### src/rtl/sisf_pkg.sv
package sisf_pkg;

    // -------------------------------------------------------------------
    // register map (word index, byte address is four times the index)
    // -------------------------------------------------------------------
    localparam logic [7:0] IDX_IRQ_STATUS_MID_BYTE   = 8'h06;
    localparam logic [7:0] IDX_PLL_FREQ_READBACK_TOP = 8'h07;
    localparam logic [7:0] IDX_SRC_CFG               = 8'h08;
    localparam logic [7:0] IDX_IRQ_MASK              = 8'h09;
    localparam logic [7:0] IDX_IRQ_PEND              = 8'h0A;

    // -------------------------------------------------------------------
    // reset values and field layout
    // -------------------------------------------------------------------
    localparam int         STAT_W          = 8;
    localparam logic [7:0] STATUS_RST      = 8'h3F;
    localparam logic [7:0] FREQ_TOP_RST    = 8'h00;
    localparam logic [7:0] MASK_RST        = 8'h00;
    localparam logic [7:0] PEND_RST        = 8'h00;
    localparam logic       SRC_SEL_RST     = 1'h0;
    localparam int         BIT_MODE_CHG    = 7;
    localparam int         BIT_REF_FAIL    = 6;
    localparam int         CHAN_N          = 6;
    localparam int         OPMODE_W        = 3;
    localparam int         FREQ_W          = 19;
    localparam int         FREQ_TOP_LSB    = 16;
    localparam int         FREQ_TOP_W      = 3;
    localparam int         SEL_BIT         = 0;
    localparam logic [1:0] MISS_LIMIT      = 2'h2;
    localparam logic [1:0] RESP_OKAY       = 2'h0;
    localparam logic [1:0] RESP_SLVERR     = 2'h2;

    // -------------------------------------------------------------------
    // bus carriers
    // -------------------------------------------------------------------
    typedef struct packed {
        logic        awvalid;
        logic [7:0]  awaddr;
        logic        wvalid;
        logic [31:0] wdata;
        logic [3:0]  wstrb;
        logic        bready;
        logic        arvalid;
        logic [7:0]  araddr;
        logic        rready;
    } sisf_axi_req_t;

    typedef struct packed {
        logic        awready;
        logic        wready;
        logic        bvalid;
        logic [1:0]  bresp;
        logic        arready;
        logic        rvalid;
        logic [31:0] rdata;
        logic [1:0]  rresp;
    } sisf_axi_rsp_t;

    // -------------------------------------------------------------------
    // module state
    // -------------------------------------------------------------------
    typedef struct packed {
        logic [STAT_W-1:0] flags;
    } sisf_flag_state_t;

    typedef struct packed {
        logic [1:0] miss_cnt;
        logic       fail;
    } sisf_miss_state_t;

    typedef struct packed {
        logic                  bvalid;
        logic [1:0]            bresp;
        logic                  rvalid;
        logic [1:0]            rresp;
        logic [31:0]           rdata;
        logic                  src_sel;
        logic [STAT_W-1:0]     mask;
        logic [FREQ_TOP_W-1:0] freq_top;
        logic                  irq;
        logic [OPMODE_W-1:0]   mode_prev;
        logic [CHAN_N-1:0]     chan_prev;
        logic                  primed;
    } sisf_state_t;

endpackage : sisf_pkg

### src/rtl/sisf_top.sv
// Contract
// - operating mode change sets status bit 7
// - two missing main reference cycles set bit 6
// - no reference failure in free-run or holdover
// - channel 14..9 validity change latches bits 5..0
// - writing one clears a latched status bit
// - status byte resets to 0x3F
// - readback is read-only, frequency bits 18:16 low
// - select 0 main path, 1 auxiliary path
module sisf_top #(
    parameter int ADDR_W = 8
) (
    // clock and reset
    input  wire logic                                i_clock,
    input  wire logic                                i_rst_b,
    // register bus
    input  wire sisf_pkg::sisf_axi_req_t             i_axi,
    output sisf_pkg::sisf_axi_rsp_t                  o_axi,
    // timing core status
    input  wire logic [sisf_pkg::OPMODE_W-1:0]       i_op_mode,
    input  wire logic                                i_freerun_holdover,
    input  wire logic                                i_ref_cycle_tick,
    input  wire logic                                i_ref_cycle_seen,
    input  wire logic [sisf_pkg::CHAN_N-1:0]         i_chan_valid,
    input  wire logic [sisf_pkg::FREQ_W-1:0]         i_main_dpll_path_freq,
    input  wire logic [sisf_pkg::FREQ_W-1:0]         i_auxiliary_dpll_path_freq,
    // interrupt
    output logic                                     o_irq
);

    // -------------------------------------------------------------------
    // helpers
    // -------------------------------------------------------------------
    function automatic logic [7:0] word_index(input logic [7:0] addr);
        word_index = {2'h0, addr[7:2]};
    endfunction : word_index

    function automatic logic is_mapped(input logic [7:0] addr);
        logic [7:0] idx;
        idx       = word_index(addr);
        is_mapped = (addr[1:0] == 2'h0) &&
                    ((idx == sisf_pkg::IDX_IRQ_STATUS_MID_BYTE) ||
                     (idx == sisf_pkg::IDX_PLL_FREQ_READBACK_TOP) ||
                     (idx == sisf_pkg::IDX_SRC_CFG) ||
                     (idx == sisf_pkg::IDX_IRQ_MASK) ||
                     (idx == sisf_pkg::IDX_IRQ_PEND));
    endfunction : is_mapped

    // -------------------------------------------------------------------
    // state
    // -------------------------------------------------------------------
    sisf_pkg::sisf_state_t                st_q;
    sisf_pkg::sisf_state_t                st_d;
    logic [sisf_pkg::STAT_W-1:0]          status;
    logic [sisf_pkg::STAT_W-1:0]          pend;
    logic [sisf_pkg::STAT_W-1:0]          evt;
    logic [sisf_pkg::STAT_W-1:0]          status_clr;
    logic [sisf_pkg::STAT_W-1:0]          pend_clr;
    logic                                 ref_fail;
    logic                                 wr_fire;
    logic                                 rd_fire;
    logic [7:0]                           wr_idx;
    logic [7:0]                           rd_idx;
    logic                                 wr_lane0;
    logic [sisf_pkg::FREQ_TOP_W-1:0]      freq_sel;

    // -------------------------------------------------------------------
    // bus handshakes
    // -------------------------------------------------------------------
    assign wr_fire  = i_axi.awvalid && i_axi.wvalid && !st_q.bvalid;
    assign rd_fire  = i_axi.arvalid && !st_q.rvalid;
    assign wr_idx   = word_index(i_axi.awaddr);
    assign rd_idx   = word_index(i_axi.araddr);
    assign wr_lane0 = wr_fire && is_mapped(i_axi.awaddr) && i_axi.wstrb[0];

    always_comb
    begin
        o_axi         = '0;
        o_axi.awready = wr_fire;
        o_axi.wready  = wr_fire;
        o_axi.bvalid  = st_q.bvalid;
        o_axi.bresp   = st_q.bresp;
        o_axi.arready = !st_q.rvalid;
        o_axi.rvalid  = st_q.rvalid;
        o_axi.rdata   = st_q.rdata;
        o_axi.rresp   = st_q.rresp;
    end

    // -------------------------------------------------------------------
    // events
    // -------------------------------------------------------------------
    sisf_miss_detect u_miss (
        .i_clock            (i_clock),
        .i_rst_b            (i_rst_b),
        .i_cycle_tick       (i_ref_cycle_tick),
        .i_cycle_seen       (i_ref_cycle_seen),
        .i_freerun_holdover (i_freerun_holdover),
        .o_fail             (ref_fail)
    );

    always_comb
    begin
        evt                             = '0;
        evt[sisf_pkg::BIT_MODE_CHG]     = st_q.primed && (i_op_mode != st_q.mode_prev);
        evt[sisf_pkg::BIT_REF_FAIL]     = ref_fail && !i_freerun_holdover;
        evt[sisf_pkg::CHAN_N-1:0]       = st_q.primed ? (i_chan_valid ^ st_q.chan_prev)
                                                      : '0;
    end

    // write one clears, write zero leaves the bit alone
    assign status_clr = (wr_lane0 && (wr_idx == sisf_pkg::IDX_IRQ_STATUS_MID_BYTE)) ?
                        i_axi.wdata[sisf_pkg::STAT_W-1:0] : '0;
    // the pending copy is cleared by reading it
    assign pend_clr   = (rd_fire && is_mapped(i_axi.araddr) && (rd_idx == sisf_pkg::IDX_IRQ_PEND)) ?
                        '1 : '0;

    sisf_flag_bank #(
        .RST_VAL (sisf_pkg::STATUS_RST)
    ) u_status (
        .i_clock (i_clock),
        .i_rst_b (i_rst_b),
        .i_set   (evt),
        .i_clr   (status_clr),
        .o_flags (status)
    );

    sisf_flag_bank #(
        .RST_VAL (sisf_pkg::PEND_RST)
    ) u_pend (
        .i_clock (i_clock),
        .i_rst_b (i_rst_b),
        .i_set   (evt),
        .i_clr   (pend_clr),
        .o_flags (pend)
    );

    // -------------------------------------------------------------------
    // frequency readback path
    // -------------------------------------------------------------------
    assign freq_sel = st_q.src_sel ?
        i_auxiliary_dpll_path_freq[sisf_pkg::FREQ_TOP_LSB +: sisf_pkg::FREQ_TOP_W] :
        i_main_dpll_path_freq[sisf_pkg::FREQ_TOP_LSB +: sisf_pkg::FREQ_TOP_W];

    // -------------------------------------------------------------------
    // next state
    // -------------------------------------------------------------------
    always_comb
    begin
        st_d           = st_q;
        st_d.primed    = 1'b1;
        st_d.mode_prev = i_op_mode;
        st_d.chan_prev = i_chan_valid;
        st_d.freq_top  = freq_sel;
        st_d.irq       = |(pend & st_q.mask);

        if (st_q.bvalid && i_axi.bready)
        begin
            st_d.bvalid = 1'b0;
        end
        if (wr_fire)
        begin
            st_d.bvalid = 1'b1;
            st_d.bresp  = is_mapped(i_axi.awaddr) ? sisf_pkg::RESP_OKAY : sisf_pkg::RESP_SLVERR;
        end
        if (wr_lane0 && (wr_idx == sisf_pkg::IDX_SRC_CFG))
        begin
            st_d.src_sel = i_axi.wdata[sisf_pkg::SEL_BIT];
        end
        if (wr_lane0 && (wr_idx == sisf_pkg::IDX_IRQ_MASK))
        begin
            st_d.mask = i_axi.wdata[sisf_pkg::STAT_W-1:0];
        end

        if (st_q.rvalid && i_axi.rready)
        begin
            st_d.rvalid = 1'b0;
        end
        if (rd_fire)
        begin
            st_d.rvalid = 1'b1;
            st_d.rresp  = is_mapped(i_axi.araddr) ? sisf_pkg::RESP_OKAY : sisf_pkg::RESP_SLVERR;
            st_d.rdata  = '0;
            if (is_mapped(i_axi.araddr))
            begin
                case (rd_idx)
                    sisf_pkg::IDX_IRQ_STATUS_MID_BYTE:
                        st_d.rdata[sisf_pkg::STAT_W-1:0] = status;
                    sisf_pkg::IDX_PLL_FREQ_READBACK_TOP:
                        st_d.rdata[sisf_pkg::FREQ_TOP_W-1:0] = st_q.freq_top;
                    sisf_pkg::IDX_SRC_CFG:
                        st_d.rdata[sisf_pkg::SEL_BIT] = st_q.src_sel;
                    sisf_pkg::IDX_IRQ_MASK:
                        st_d.rdata[sisf_pkg::STAT_W-1:0] = st_q.mask;
                    sisf_pkg::IDX_IRQ_PEND:
                        st_d.rdata[sisf_pkg::STAT_W-1:0] = pend;
                    default:
                        st_d.rdata = '0;
                endcase
            end
        end
    end

    always_ff @(posedge i_clock)
    begin
        if (!i_rst_b)
        begin
            st_q.bvalid    <= 1'b0;
            st_q.bresp     <= sisf_pkg::RESP_OKAY;
            st_q.rvalid    <= 1'b0;
            st_q.rresp     <= sisf_pkg::RESP_OKAY;
            st_q.rdata     <= '0;
            st_q.src_sel   <= sisf_pkg::SRC_SEL_RST;
            st_q.mask      <= sisf_pkg::MASK_RST;
            st_q.freq_top  <= sisf_pkg::FREQ_TOP_RST[sisf_pkg::FREQ_TOP_W-1:0];
            st_q.irq       <= 1'b0;
            st_q.mode_prev <= '0;
            st_q.chan_prev <= '0;
            st_q.primed    <= 1'b0;
        end
        else
        begin
            st_q <= st_d;
        end
    end

    assign o_irq = st_q.irq;
endmodule : sisf_top

### src/rtl/sisf_flag_bank.sv
// sticky flags: set pulses win over clear pulses
module sisf_flag_bank #(
    parameter logic [7:0] RST_VAL = 8'h00
) (
    // clock and reset
    input  wire logic                      i_clock,
    input  wire logic                      i_rst_b,
    // events
    input  wire logic [sisf_pkg::STAT_W-1:0] i_set,
    input  wire logic [sisf_pkg::STAT_W-1:0] i_clr,
    // flags
    output logic      [sisf_pkg::STAT_W-1:0] o_flags
);

    sisf_pkg::sisf_flag_state_t st_q;
    sisf_pkg::sisf_flag_state_t st_d;

    always_comb
    begin
        st_d       = st_q;
        st_d.flags = (st_q.flags & ~i_clr) | i_set;
    end

    always_ff @(posedge i_clock)
    begin
        if (!i_rst_b)
        begin
            st_q.flags <= RST_VAL;
        end
        else
        begin
            st_q <= st_d;
        end
    end

    assign o_flags = st_q.flags;
endmodule : sisf_flag_bank

### src/rtl/sisf_miss_detect.sv
// counts consecutive missing reference cycles of the main path
module sisf_miss_detect (
    // clock and reset
    input  wire logic i_clock,
    input  wire logic i_rst_b,
    // reference monitor
    input  wire logic i_cycle_tick,
    input  wire logic i_cycle_seen,
    input  wire logic i_freerun_holdover,
    // result
    output logic      o_fail
);

    sisf_pkg::sisf_miss_state_t st_q;
    sisf_pkg::sisf_miss_state_t st_d;

    always_comb
    begin
        st_d      = st_q;
        st_d.fail = 1'b0;
        if (i_freerun_holdover)
        begin
            st_d.miss_cnt = 2'h0;
        end
        else if (i_cycle_tick)
        begin
            if (i_cycle_seen)
            begin
                st_d.miss_cnt = 2'h0;
            end
            else if (st_q.miss_cnt < sisf_pkg::MISS_LIMIT)
            begin
                st_d.miss_cnt = st_q.miss_cnt + 2'h1;
                st_d.fail     = (st_q.miss_cnt == sisf_pkg::MISS_LIMIT - 2'h1);
            end
        end
    end

    always_ff @(posedge i_clock)
    begin
        if (!i_rst_b)
        begin
            st_q.miss_cnt <= 2'h0;
            st_q.fail     <= 1'b0;
        end
        else
        begin
            st_q <= st_d;
        end
    end

    assign o_fail = st_q.fail;
endmodule : sisf_miss_detect

### config.mk
export PLATFORM = sky130hd
export DESIGN_NAME = sisf_top
export DESIGN_NICKNAME = d
export VERILOG_FILES = /design/src/rtl/sisf_pkg.sv /design/src/rtl/sisf_top.sv /design/src/rtl/sisf_flag_bank.sv /design/src/rtl/sisf_miss_detect.sv
export SDC_FILE = /design/constraint.sdc
export NUM_CORES = 1
export LEC_CHECK = 0
export BUFFER_PORTS_ARGS = -buffer_cell sky130_fd_sc_hd__buf_4
export CORE_MARGIN = 1.5
export CORE_UTILIZATION = 39
export CTS_CLUSTER_SIZE = 16
export DETAILED_ROUTE_END_ITERATION = 10
export PLACE_DENSITY = 0.77
export SLEW_MARGIN = 20
export SYNTH_ARGS = -nofsm -noshare
export SYNTH_HDL_FRONTEND = slang
export SYNTH_SLANG_ARGS = --single-unit
export TNS_END_PERCENT = 10
### constraint.sdc
create_clock -name i_clock -period 2.2 [get_ports i_clock]
set_input_delay 0.11 -clock i_clock [delete_from_list [all_inputs] [get_ports i_clock]]
set_output_delay 0.11 -clock i_clock [all_outputs]
set_load 0.005 [all_outputs]
==> results.sh <==
export IMPL_drv_cap=0
export IMPL_wl_per_cell_microns=14.0
export IMPL_synth_top_area_frac=0.415
export IMPL_worst_path_max_fanout=8
export IMPL_end_kind="flip-flop"
export IMPL_cts_reportedPaths_clkPinSlew_ps=90
export IMPL_grt_pass1_wl_microns=8850
export IMPL_cts_root_buffer_cell="clkbuf_8"
export IMPL_grt_start_max_net_pins=28
export IMPL_synth_cell_types=52
export IMPL_finalHoldViolCount=0
export IMPL_cts_buffer_depth=2
export IMPL_slowest_stage="or4b_1"
export IMPL_crit_chain="nand2b_1 > or4b_1 > o31a_1 > a32o_1"
export IMPL_drc=0
export IMPL_required_ps=2390
export IMPL_synth_edf_count=0
export IMPL_die_x_microns=84.7
export IMPL_drive_gt1_frac=0.262
export IMPL_start_util=0.408
export IMPL_cts_sinks=54
export IMPL_grt_pass1_vias=1892
export IMPL_synthFlopType="dfxtp_1"
export IMPL_drtAntennaViolNets=0
export IMPL_rsz0062_at_grt="false"
export IMPL_portBuffers=65
export IMPL_period_needed_ps=1850
export IMPL_finClkSkew_ps=12.0
export IMPL_viasPerCell=5.09
export IMPL_num_io_pins=151
export IMPL_syn_area_sq_um=2610
export IMPL_arrival_ps=2040
export IMPL_yosys_warnings=0
export IMPL_synth_avg_cell_area_sq_um=9.41
export IMPL_cts_tree="done"
export IMPL_htree_levels=2
export IMPL_gr_total_overflow=0
export IMPL_first_pass_iters=4
export IMPL_yosysMostFrequentCell="dfxtp_1"
export IMPL_fmax_ghz=0.541
export IMPL_async_flop_share=0
export IMPL_vias=2063
export IMPL_hpwl_microns=4330
export IMPL_finalSetupViolations=0
export IMPL_cts_buffers=5
export IMPL_dr_first_iter_drc_count=174
export IMPL_dp_cells=397
export IMPL_start_kind="flip-flop"
export IMPL_placeableCoreArea_sq_um=6390
export IMPL_yosysTopAreaCell="dfxtp_1"
export IMPL_clk_latency_ps=310
export IMPL_drt_wl_total_microns=5660
export IMPL_cpPeakStageDelay_ps=540
export IMPL_synth_common_cells="dfxtp_1, buf_4, nand2_1"
export IMPL_dieArea_sq_um=7180
export IMPL_ir_drop_v=0.000378
export IMPL_worst_setup_path_type="flip-flop to flip-flop"
export IMPL_place_gp_congestion=0.785
export IMPL_insertedDiodeCount=0
export IMPL_relSlewSlack=0.650
export IMPL_post_layout_nonfiller_instances=405
export IMPL_row_count=29
export IMPL_timing_final_crit_share=0.841
export IMPL_power_density_nw_per_um2=585
export IMPL_synth_cells=277
export IMPL_area_growth_pct=17.8
export IMPL_path_buf_inv=0
export IMPL_outcome="complete, no violations"
export IMPL_ys_top_cells_by_area="dfxtp_1, buf_4, a22oi_1"
export IMPL_synth_seq_area_share=0.415
export IMPL_nets=437
export IMPL_leakage_nw=1.27
export IMPL_fin_setup_tns_ps=0
export IMPL_ys_ff_latch=54
export IMPL_slew_viol_final=0
export IMPL_antenna_found_initial=0
export IMPL_holdCritPathClass="input pin to flip-flop"
export IMPL_tightest_slew_ps=520
export IMPL_die_h_microns=84.7
export IMPL_critPathTopFamily="simple AND/OR/NAND/NOR gates"
export IMPL_grt_usage=0.154
==> registers in the layout, indices dropped and copies added (netlist names) <==
name              flops
st_q                 22
o_irq                 1
u_status.o_flags      8
o_axi                12
u_miss.st_q           2
u_miss.o_fail         1
u_pend.o_flags        8
==> metal layers <==
layer / wire length, microns / up-vias / GRT usage
li1: - / 1032 / -
met1: 2550 / 945 / 0.204
met2: 2650 / 77 / 0.247
met3: 368 / 9 / 0.0344
met4: 87 / 0 / 0.0557
met5: 0 / - / 0
==> repair_timing <==
action	CTS	global route
hold endpoints to repair	1	0
hold buffers	1	0
gates resized for setup	0	0
setup buffers	0	0
==> path summary, 6_finish.rpt <==
path / endpoint / depth (start not counted) / slack [ps] / start
worst min-delay path: u_miss.st_q[2] / 2 / 20 / i_ref_cycle_tick
worst max register to register: u_pend.o_flags[4] / 4 / 350 / o_axi[34]
worst min register to register: u_status.o_flags[6] / 2 / 460 / u_miss.o_fail
worst max-delay path: u_pend.o_flags[4] / 4 / 350 / o_axi[34]
==> cell usage in the layout, fill, tap and decap left out, types with 3 or more instances in the layout <==
cell type,n
buf_4,73
dfxtp_1,54
conb_1,26
nand2_1,16
a22oi_1,11
and2_1,11
nor2_1,8
mux2i_1,8
nand3_1,8
inv_1,7
a32o_1,7
o21ai_1,7
a21o_1,7
nand2b_1,6
a22o_1,6
a21oi_1,6
xor2_1,6
a2bb2oi_1,6
o2bb2ai_1,5
clkbuf_8,5
nor4_1,4
xnor2_1,3
o21ai_0,3
==> area by class of cell <==
cell class,instances,area [sq um]
clock inverters,1,7.51
repair buffers,74,558
multi-input cells,185,1220
inverters,8,30.0
clock buffers,6,72.6
fillers,640,3320
flip-flops and latches,54,1080
well taps,77,96.3
==> power breakdown <==
part	switching (mW)	total [mW]	internal, mW
logic	0.110	0.234	0.124
registers	0.0245	1.04	1.01
clock network	0.306	0.525	0.219
==> kinds of logic after synthesis <==
group,after synthesis,share of synthesized area
AOI/OAI and AO/OA,72,0.216
xor gates and xnor gates,9,0.0302
buffers and inverters,63,0.152
DFF,54,0.415
muxes,8,0.0307
other,1,0.00144
and+or+nand+nor,70,0.156
==> per-stage QoR <==
| stage | hold WS [ps] | utilization | area (sq um) | total power [mW] | worst slack, ps |
|---|---|---|---|---|---|
| after floorplan | 138 | - | 2700 | 1.21 | 355 |
| after global placement | 302 | 0.466 | 2980 | 1.29 | 367 |
| after detailed placement | 308 | 0.466 | 2980 | 1.29 | 376 |
| after CTS | 4.83 | 0.481 | 3070 | 1.81 | 350 |
| after global routing | 7.07 | 0.481 | 3070 | 1.88 | 258 |
| final | 15.9 | 0.481 | 3070 | 1.80 | 350 |
Power figures use the tool's default switching activity.
